[src/hw/iid_pkg.sv]
// Constants for the interrupt detect and identify block.
// Assumes a single 10 MHz system clock and a 32-bit APB register bus.
package iid_pkg;
  // Register byte offsets
  localparam logic [7:0] IID_OFS_CTRL = 8'h00;
  localparam logic [7:0] IID_OFS_IDENT = 8'h04;
  localparam logic [7:0] IID_OFS_VT_BASE = 8'h08;
  localparam logic [7:0] IID_OFS_VT_VECTOR = 8'h0c;
  localparam logic [7:0] IID_OFS_DISPATCH = 8'h10;
  localparam logic [7:0] IID_OFS_INT_STATUS = 8'h14;
  localparam logic [7:0] IID_OFS_INT_MASK = 8'h18;
  localparam logic [7:0] IID_OFS_TABLE_ENTRY = 8'h1c;
  // Control fields
  localparam int IID_CTRL_LEVEL_LSB = 0;
  localparam int IID_CTRL_TRACE_EN_BIT = 5;
  localparam int IID_CTRL_TRACE_PEND_BIT = 6;
  // Vector register: bit 9 marks a bus device vector
  localparam int IID_VEC_BUS_BIT = 9;
  localparam logic [9:0] IID_BUS_PAGE_OFFSET = 10'h200;
  // Reset values
  localparam logic [4:0] IID_LEVEL_RESET = 5'h00;
  localparam logic [3:0] IID_ID_RESET = 4'h0;
  localparam logic [31:0] IID_WORD_RESET = 32'h0000_0000;
  // Skip control value that selects the port fast interrupt
  localparam logic [4:0] IID_SKIP_PORT_FAST = 5'h1a;
  // Pin vector positions, highest service order first
  localparam int IID_PIN_POWER_FAIL = 0;
  localparam int IID_PIN_TIMER = 1;
  localparam int IID_PIN_BR7 = 2;
  localparam int IID_PIN_BR6 = 3;
  localparam int IID_PIN_BR5 = 4;
  localparam int IID_PIN_ATTENTION = 5;
  localparam int IID_PIN_BR4 = 6;
  localparam int IID_PIN_HALT = 7;
  localparam int IID_PIN_PORT_FAST = 8;
  localparam int IID_NUM_PINS = 9;
  localparam int IID_NUM_LEVELED = 7;
  // Interrupt status bits
  localparam int IID_ST_FLAG = 0;
  localparam int IID_ST_PORT = 1;
  localparam int IID_ST_HALT = 2;
  localparam int IID_NUM_EVENTS = 3;
  // Fixed request levels
  localparam logic [4:0] IID_LVL_POWER_FAIL = 5'h1e;
  localparam logic [4:0] IID_LVL_TIMER = 5'h18;
  localparam logic [4:0] IID_LVL_BR7 = 5'h17;
  localparam logic [4:0] IID_LVL_BR6 = 5'h16;
  localparam logic [4:0] IID_LVL_BR5 = 5'h15;
  localparam logic [4:0] IID_LVL_BR4_ATTN = 5'h14;

  // Level of the request named by a stored encoder code
  function automatic logic [4:0] iid_level_of(input logic [2:0] code);
    case (code)
      3'h7: iid_level_of = IID_LVL_POWER_FAIL;
      3'h6: iid_level_of = IID_LVL_TIMER;
      3'h5: iid_level_of = IID_LVL_BR7;
      3'h4: iid_level_of = IID_LVL_BR6;
      3'h3: iid_level_of = IID_LVL_BR5;
      3'h2: iid_level_of = IID_LVL_BR4_ATTN;
      3'h1: iid_level_of = IID_LVL_BR4_ATTN;
      default: iid_level_of = 5'h00;
    endcase
  endfunction
endpackage

[src/hw/iid_top.sv]
// Interrupt detection and identification with an APB register slave.
// Assumes request pins are asynchronous levels held until serviced,
// and the skip control field comes from logic on the same clock.
// Overview of operation
// [RULE1] Leveled request only above current level
// [RULE2] Halt and port fast interrupt bypass levels
// [RULE3] Trace only when nothing leveled above
// [RULE4] Fixed request levels per source
// [RULE5] Fixed identifier code per source
// [RULE6] Fixed combined service order
// [RULE7] Port uses bus line plus fast interrupt
// [RULE8] Port fast interrupt is skip condition
// [RULE9] Corrected read error never sets flag
// [RULE10] Level 1F blocks all leveled requests
// [RULE11] Identifier readable in status register
// [RULE12] Table address is base plus offset
// [RULE13] Bus vectors land in second page
// [RULE14] Entry low bits are handling control
// [RULE15] Dispatch level is serviced level, trace keeps
// [RULE16] Direct flag set, else identifier first
// [RULE17] Read identifier is flip-flop complement
// [RULE18] Encoder gives 3-bit code, 0 none
// [RULE19] Reset clears identifier and flag
`timescale 1ns/1ns
module iid_top #(
  parameter int SYNC_STAGES = 2
) (
  // Clock and reset
  input wire logic i_clk_sys,
  input wire logic i_rst_b,
  // APB slave
  input wire logic i_psel,
  input wire logic i_penable,
  input wire logic i_pwrite,
  input wire logic [7:0] i_paddr,
  input wire logic [31:0] i_pwdata,
  output logic [31:0] o_prdata,
  output logic o_pready,
  output logic o_pslverr,
  // Request pins
  input wire logic i_power_fail,
  input wire logic i_timer_expiry,
  input wire logic i_console_attention,
  input wire logic i_console_halt,
  input wire logic i_bus_request_level_seven,
  input wire logic i_bus_request_level_six,
  input wire logic i_bus_request_level_five,
  input wire logic i_bus_request_level_four,
  input wire logic i_port_fast_interrupt,
  // Microsequencer
  input wire logic [4:0] i_skip_control_field,
  output logic o_skip_taken,
  // Interrupt outputs
  output logic o_processor_interrupt_flag,
  output logic o_irq
);
  import iid_pkg::*;

  if (SYNC_STAGES < 2)
  begin : g_bad_sync
    $error("iid_top: SYNC_STAGES must be at least 2");
  end

  // SYNC_STAGES-stage synchronisers (two by default), one per pin
  logic [IID_NUM_PINS-1:0] pin_raw;
  logic [IID_NUM_PINS-1:0] pin_sync;
  assign pin_raw = {i_port_fast_interrupt, i_console_halt, i_bus_request_level_four,
                    i_console_attention, i_bus_request_level_five,
                    i_bus_request_level_six, i_bus_request_level_seven,
                    i_timer_expiry, i_power_fail};

  genvar gi;
  generate
    for (gi = 0; gi < IID_NUM_PINS; gi++)
    begin : g_sync
      logic [SYNC_STAGES-1:0] stage_reg;
      always_ff @(posedge i_clk_sys or negedge i_rst_b)
      begin
        if (!i_rst_b)
          stage_reg <= '0;
        else
          stage_reg <= {stage_reg[SYNC_STAGES-2:0], pin_raw[gi]};
      end
      assign pin_sync[gi] = stage_reg[SYNC_STAGES-1];
    end
  endgenerate

  // Software state
  logic [4:0] priority_level_reg;
  logic trace_enable_reg;
  logic trace_pending_bit_reg;
  logic [31:0] vt_base_reg;
  logic [9:0] vt_vector_reg;
  logic [31:0] table_entry_reg;
  logic [IID_NUM_EVENTS-1:0] int_status_reg;
  logic [IID_NUM_EVENTS-1:0] int_mask_reg;
  // Hardware state
  logic [3:0] id_reg;
  logic flag_reg;
  logic port_seen_reg;
  logic halt_seen_reg;
  logic skip_reg;
  logic irq_reg;
  logic [31:0] prdata_reg;
  logic pready_reg;
  logic pslverr_reg;

  // Priority encoder over leveled requests; index 0 is highest
  logic [2:0] enc_code;
  always_comb
  begin
    enc_code = 3'h0;
    for (int k = IID_NUM_LEVELED - 1; k >= 0; k--)
    begin
      if (pin_sync[k])
        enc_code = 3'(IID_NUM_LEVELED - k); // see [RULE18] see [RULE6]
    end
  end

  // Level comparison; no source reaches 1F so that level blocks all
  wire [4:0] enc_level = iid_level_of(enc_code); // see [RULE4]
  wire leveled_above = (enc_code != 3'h0) && (enc_level > priority_level_reg); // see [RULE1] see [RULE10]
  wire halt_req = pin_sync[IID_PIN_HALT]; // see [RULE2]
  wire port_req = pin_sync[IID_PIN_PORT_FAST]; // see [RULE2] see [RULE7]
  wire trace_req = (trace_enable_reg | trace_pending_bit_reg) & ~leveled_above; // see [RULE3]

  // Stored code is complement of read code: power fail reads 000
  wire [3:0] id_next = {halt_req, leveled_above ? enc_code : 3'h0}; // see [RULE5]
  // Corrected read errors have no input here; microcode raises them
  wire flag_next = port_req | trace_req | (id_reg != 4'h0); // see [RULE16] see [RULE9]
  wire skip_next = (i_skip_control_field == IID_SKIP_PORT_FAST) & port_req; // see [RULE8]

  // Identifier as microcode reads it
  wire [3:0] id_read = ~id_reg; // see [RULE17] see [RULE11]

  // Vector table address
  wire vec_is_bus = vt_vector_reg[IID_VEC_BUS_BIT];
  wire [9:0] vt_offset = vec_is_bus ? ({1'b0, vt_vector_reg[8:0]} + IID_BUS_PAGE_OFFSET)
                                    : vt_vector_reg; // see [RULE13]
  wire [31:0] vt_address = vt_base_reg + {22'h000000, vt_offset}; // see [RULE12]
  // Handler address and control bits split out of the entry
  wire [31:0] entry_read = {table_entry_reg[31:2], table_entry_reg[1:0]}; // see [RULE14]

  // New level on dispatch; halt and trace keep current level
  wire [4:0] dispatch_level = (id_reg[2:0] != 3'h0) ? iid_level_of(id_reg[2:0])
                                                    : priority_level_reg; // see [RULE15]

  // Events: flag rise, port fast rise, halt rise
  wire [IID_NUM_EVENTS-1:0] ev_set;
  assign ev_set[IID_ST_FLAG] = flag_next & ~flag_reg;
  assign ev_set[IID_ST_PORT] = port_req & ~port_seen_reg;
  assign ev_set[IID_ST_HALT] = halt_req & ~halt_seen_reg;

  // APB decode
  wire setup = i_psel & ~i_penable;
  wire wr_en = i_psel & i_penable & pready_reg & i_pwrite;
  wire sel_ctrl = (i_paddr == IID_OFS_CTRL);
  wire sel_ident = (i_paddr == IID_OFS_IDENT);
  wire sel_base = (i_paddr == IID_OFS_VT_BASE);
  wire sel_vec = (i_paddr == IID_OFS_VT_VECTOR);
  wire sel_disp = (i_paddr == IID_OFS_DISPATCH);
  wire sel_stat = (i_paddr == IID_OFS_INT_STATUS);
  wire sel_mask = (i_paddr == IID_OFS_INT_MASK);
  wire sel_entry = (i_paddr == IID_OFS_TABLE_ENTRY);
  wire mapped = sel_ctrl | sel_ident | sel_base | sel_vec | sel_disp | sel_stat
                | sel_mask | sel_entry;

  // Status clear loses to a coincident set
  wire [IID_NUM_EVENTS-1:0] st_clear = (wr_en && sel_stat) ?
                                       i_pwdata[IID_NUM_EVENTS-1:0] : '0;
  wire [IID_NUM_EVENTS-1:0] status_next = (int_status_reg & ~st_clear) | ev_set;

  logic [31:0] rd_mux;
  always_comb
  begin
    rd_mux = 32'h0000_0000;
    if (sel_ctrl)
      rd_mux = {25'h0, trace_pending_bit_reg, trace_enable_reg, priority_level_reg};
    else if (sel_ident)
      rd_mux = {26'h0, port_req, flag_reg, id_read};
    else if (sel_base)
      rd_mux = vt_base_reg;
    else if (sel_vec)
      rd_mux = vt_address;
    else if (sel_disp)
      rd_mux = {27'h0, dispatch_level};
    else if (sel_stat)
      rd_mux = {29'h0, int_status_reg};
    else if (sel_mask)
      rd_mux = {29'h0, int_mask_reg};
    else if (sel_entry)
      rd_mux = entry_read;
  end

  // Detection state; reset reports nothing until a fresh request
  always_ff @(posedge i_clk_sys or negedge i_rst_b)
  begin
    if (!i_rst_b)
    begin
      id_reg <= IID_ID_RESET; // see [RULE19]
      flag_reg <= 1'b0; // see [RULE19]
      port_seen_reg <= 1'b0;
      halt_seen_reg <= 1'b0;
      skip_reg <= 1'b0;
      int_status_reg <= '0;
      irq_reg <= 1'b0;
    end
    else
    begin
      id_reg <= id_next;
      flag_reg <= flag_next;
      port_seen_reg <= port_req;
      halt_seen_reg <= halt_req;
      skip_reg <= skip_next;
      int_status_reg <= status_next;
      irq_reg <= |(status_next & int_mask_reg);
    end
  end

  // Software registers
  always_ff @(posedge i_clk_sys or negedge i_rst_b)
  begin
    if (!i_rst_b)
    begin
      priority_level_reg <= IID_LEVEL_RESET;
      trace_enable_reg <= 1'b0;
      trace_pending_bit_reg <= 1'b0;
      vt_base_reg <= IID_WORD_RESET;
      vt_vector_reg <= 10'h000;
      table_entry_reg <= IID_WORD_RESET;
      int_mask_reg <= '0;
    end
    else if (wr_en)
    begin
      if (sel_ctrl)
      begin
        priority_level_reg <= i_pwdata[IID_CTRL_LEVEL_LSB +: 5];
        trace_enable_reg <= i_pwdata[IID_CTRL_TRACE_EN_BIT];
        trace_pending_bit_reg <= i_pwdata[IID_CTRL_TRACE_PEND_BIT];
      end
      if (sel_base)
        vt_base_reg <= i_pwdata;
      if (sel_vec)
        vt_vector_reg <= i_pwdata[9:0];
      if (sel_entry)
        table_entry_reg <= i_pwdata;
      if (sel_mask)
        int_mask_reg <= i_pwdata[IID_NUM_EVENTS-1:0];
    end
  end

  // Zero-wait APB answer, captured in the setup cycle
  always_ff @(posedge i_clk_sys or negedge i_rst_b)
  begin
    if (!i_rst_b)
    begin
      prdata_reg <= IID_WORD_RESET;
      pready_reg <= 1'b0;
      pslverr_reg <= 1'b0;
    end
    else
    begin
      pready_reg <= setup;
      pslverr_reg <= setup & ~mapped;
      if (setup)
        prdata_reg <= i_pwrite ? IID_WORD_RESET : rd_mux;
    end
  end

  assign o_prdata = prdata_reg;
  assign o_pready = pready_reg;
  assign o_pslverr = pslverr_reg;
  assign o_skip_taken = skip_reg;
  assign o_processor_interrupt_flag = flag_reg;
  assign o_irq = irq_reg;
endmodule // iid_top
[config.mk]
export PLATFORM = sky130hd
export DESIGN_NAME = iid_top
export DESIGN_NICKNAME = d
export VERILOG_FILES = /design/src/hw/iid_pkg.sv /design/src/hw/iid_top.sv
export SDC_FILE = /design/constraint.sdc
export NUM_CORES = 1
export LEC_CHECK = 0
export BUFFER_PORTS_ARGS = -buffer_cell sky130_fd_sc_hd__buf_2
export CAP_MARGIN = 20
export CORE_MARGIN = 2
export CORE_UTILIZATION = 44
export DETAILED_ROUTE_END_ITERATION = 7
export PLACE_DENSITY_LB_ADDON = 0.2
export SLEW_MARGIN = 40
export SYNTH_ARGS = -nofsm -noshare
export SYNTH_HDL_FRONTEND = slang
export SYNTH_SLANG_ARGS = --single-unit
[constraint.sdc]
create_clock -name i_clk_sys -period 3.05 [get_ports i_clk_sys]
set_input_delay 0 -clock i_clk_sys [delete_from_list [all_inputs] [get_ports i_clk_sys]]
set_output_delay 0 -clock i_clk_sys [all_outputs]
set_load 0.005 [all_outputs]
==> flow_metrics.py <==
metrics = {
    "synth": {
        "ys_warn_count": 0,
        "yosysTopAreaCellShare_pct": 49.5,
        "synthMuxAreaShare_pct": 13.8,
        "synth_ff_type": "dfrtp_1",
        "yosys.area_share.simple_pct": 11.6,
        "ys_seq_area_share_pct": 49.5,
        "synth_xor_area_share_pct": 2.12,
        "synth_top_family_by_area": "compound AO/OA/AOI/OAI gates",
        "synth-async-reset-ratio_pct": 100,
        "syn_area_sq_um": 7440,
        "synthTopCellsByArea": "dfrtp_1 49%, mux2_2 12%, o21ai_0 2.8%",
        "synth_compound_area_share_pct": 17.1,
        "avgSynthCellArea_sq_um": 11.2,
        "synth_edf_count": 0,
        "netlist_instances": 666,
        "ys_seq_elements": 147,
        "yosysUniqueCellTypes": 69,
        "synth.largest_area_cell": "dfrtp_1",
        "synth_nets": 741,
        "synth_adder_area_share_pct": 2.79,
    },
    "clock_tree": {
        "clkSlewWorstSetupHoldPaths_ns": 0.07,
        "clk_path_buf_depth": 2,
        "cts_max_level": 4,
        "cts.repair.resized": 0,
        "ctsHoldBuffers": 49,
        "clock_sinks": 147,
        "cts_made_buffers": 17,
        "tritoncts": "yes",
        "cts_setup_buffers": 0,
        "clock_latency_ns": 0.43,
        "root_buffer": "clkbuf_16",
    },
    "power": {
        "ir_drop_mv": 0.398,
        "cellPowerDensity_nw_per_um2": 469,
        "leakage_nw": 4.42,
        "total_power_w": 0.00433,
    },
    "setup_path": {
        "worst_r2r_path_depth": 10,
        "r2r_setup_slack_ns": 0.32,
        "critical_path_class": "reg -> reg",
        "cp_max_fo": 4,
        "crit_path_end_kind": "flip-flop",
        "worstReg2RegEnd": "o_irq",
        "arrival_ns": 3.04,
        "cp.required_ns": 3.36,
        "cp-start-kind": "flip-flop",
        "r2r_start": "g_sync[3].stage_reg[1]",
    },
    "global_route": {
        "grt_first_pass_wirelength_mm": 34.0,
        "grt_max_degree": 91,
        "antenna_found_initial": 0,
        "grt_use_total_pct": 24.5,
        "grt_overflow_total": 0,
        "grt_pass1_vias": 6296,
    },
    "detailed_routing": {
        "num_vias": 6076,
        "drc": 0,
        "drt_iter0_markers": 561,
        "drtAntennaViolNets": 0,
        "wl_per_cell_microns": 20.0,
        "viasPerCell": 5.82,
        "firstDrtPassIters": 5,
        "routed_wl_mm": 20.8,
    },
    "sta": {
        "tns_ns": 0,
        "timing.final.max_slew_violations": 0,
        "period_needed_ns": 2.73,
        "relSlewSlack_pct": 52.1,
        "fmax_ghz": 0.367,
        "finalClockSkew_ns": 0.0126,
        "rsz0062_at_grt": "no",
        "tightest_slew_ns": 0.718,
        "post-route-period-util_pct": 89.4,
        "hold_viol_final": 0,
        "setup-violations-final": 0,
    },
    "placed_design": {
        "place_area_sq_um": 8150,
        "io_buffers": 95,
        "dp_hpwl_mm": 14.5,
        "place_congestion": 0.908,
    },
    "floorplanning": {
        "die_x_microns": 134,
        "start_util_pct": 44.9,
        "core_area_sq_um": 16600,
        "die-area_sq_um": 18000,
        "boundaryPins": 96,
        "rows": 47,
        "die_h_microns": 134,
    },
    "run": {
        "drv_cap": 0,
    },
    "layout": {
        "layout-drive-gt1-share_pct": 28.5,
        "antennaDiodeCount": 0,
        "utilization_pct": 55.6,
        "nets": 886,
        "fin_area_sq_um": 9220,
        "area_growth_pct": 24.0,
        "fill_cells": 1459,
    },
    "worst_hold_path": {
        "worstHoldStart": "i_paddr[1]",
        "hold-path-endpoint": "o_pslverr",
        "hold_path_class": "in -> reg",
        "hold_depth": 3,
    },
    "run_status": {
        "status": "completed",
    },
}
## critical path, cell delays in order, from the launching register on
cell     delay [ns]
dfrtp_1        0.42
nor3_1         0.24
a21oi_1        0.10
or2_2          0.29
ha_1           0.31
and3_1         0.21
o21a_1         0.15
o211a_1        0.17
o21ai_0        0.13
a22o_1         0.23
a221o_1        0.35
## worst max-delay path by stage
stage,start,end,cells after the start
floorplan,g_sync[3].stage_reg[1],o_irq,10
global placement,vt_base_reg[0],o_prdata[22],8
detailed placement,g_sync[3].stage_reg[1],o_irq,10
CTS,g_sync[3].stage_reg[1],o_irq,10
global route,g_sync[3].stage_reg[1],o_irq,10
finish,g_sync[3].stage_reg[1],o_irq,10
## cell families (layout without fill, tap and decap cells)
logic type	count (synthesis)	in the layout
xor gates and xnor gates	18	18
AOI/OAI and AO/OA	186	186
DFF	147	147
buffers and inverters	49	207
and+or+nand+nor	159	159
adders and majority gates	16	16
muxes	91	91
## per-layer routing
| metal | up-vias | GRT usage, % | wire length (microns) |
|---|---|---|---|
| met5 | - | 0 | 0 |
| met3 | 47 | 4.72 | 982 |
| met1 | 3054 | 31.2 | 9050 |
| met2 | 207 | 41.0 | 10200 |
| li1 | 2768 | - | - |
| met4 | 0 | 10.1 | 578 |
## synthesized netlist by cell type (4+ instances only)
cell,n
dfrtp_1,147
mux2_2,77
nand2_1,47
o21ai_0,42
a21oi_1,39
nor2_1,27
a22o_1,17
clkbuf_1,15
ha_1,15
and3_1,14
inv_1,14
a22oi_1,12
nand3_1,12
a211oi_1,11
xnor2_1,11
and2_1,10
buf_2,10
mux2i_1,10
o21ai_1,8
a21o_1,7
nand2b_1,7
xor2_1,7
a31oi_1,6
nor2b_1,6
and4_1,5
buf_4,5
nor3_1,5
o211ai_1,5
a222oi_1,4
nand4b_1,4
or3_1,4
## placed cells by master (no fill, tap or decap), types with 5 or more instances in the layout
cell / instances
o211ai_1: 5
dfrtp_1: 147
nand2b_1: 7
buf_4: 15
a22oi_1: 12
buf_2: 94
o21ai_0: 42
ha_1: 15
nor2b_1: 6
nand3_1: 12
a21oi_1: 39
clkbuf_16: 17
and3_1: 14
xnor2_1: 11
a31oi_1: 6
inv_1: 14
a21o_1: 7
mux2_2: 77
dlygate4sd3_1: 49
o21ai_1: 8
and2_1: 10
a211oi_1: 11
nor3_1: 5
mux2i_1: 10
inv_6: 7
nor2_1: 26
xor2_1: 7
and4_1: 5
a22o_1: 17
nand2_1: 47
## metrics by stage
stage,hold slack [ns],instances,worst slack [ns]
2_1_floorplan,-0.296,666,0.747
4_1_cts,0.00188,1044,0.407
5_1_grt,0.0322,1044,0.145
6_report,0.00459,1044,0.323
3_5_place_dp,0.109,963,0.453
3_3_place_gp,0.108,963,0.536
## layout make-up
type                       count  area (sq um)  share of cell area, %
clock buffer                  18           439                   4.76
clock inverter                14           143                   1.55
inverter                      15          56.3                  0.610
multi-input combinational    470          3520                   38.2
sequential                   147          3680                   39.9
tap                          220           275                   2.98
timing repair buffer         160          1110                   12.0
## where the power goes
part | internal (W) | leakage, nW | total (W) | switching, W
combinational | 0.000111 | 2.19 | 0.000256 | 0.000145
sequential | 0.00197 | 1.96 | 0.00199 | 0.0000183
clock | 0.00117 | 0.277 | 0.00208 | 0.000912
total | 0.00325 | 4.42 | 0.00433 | 0.00108
Power figures use the tool's default switching activity.
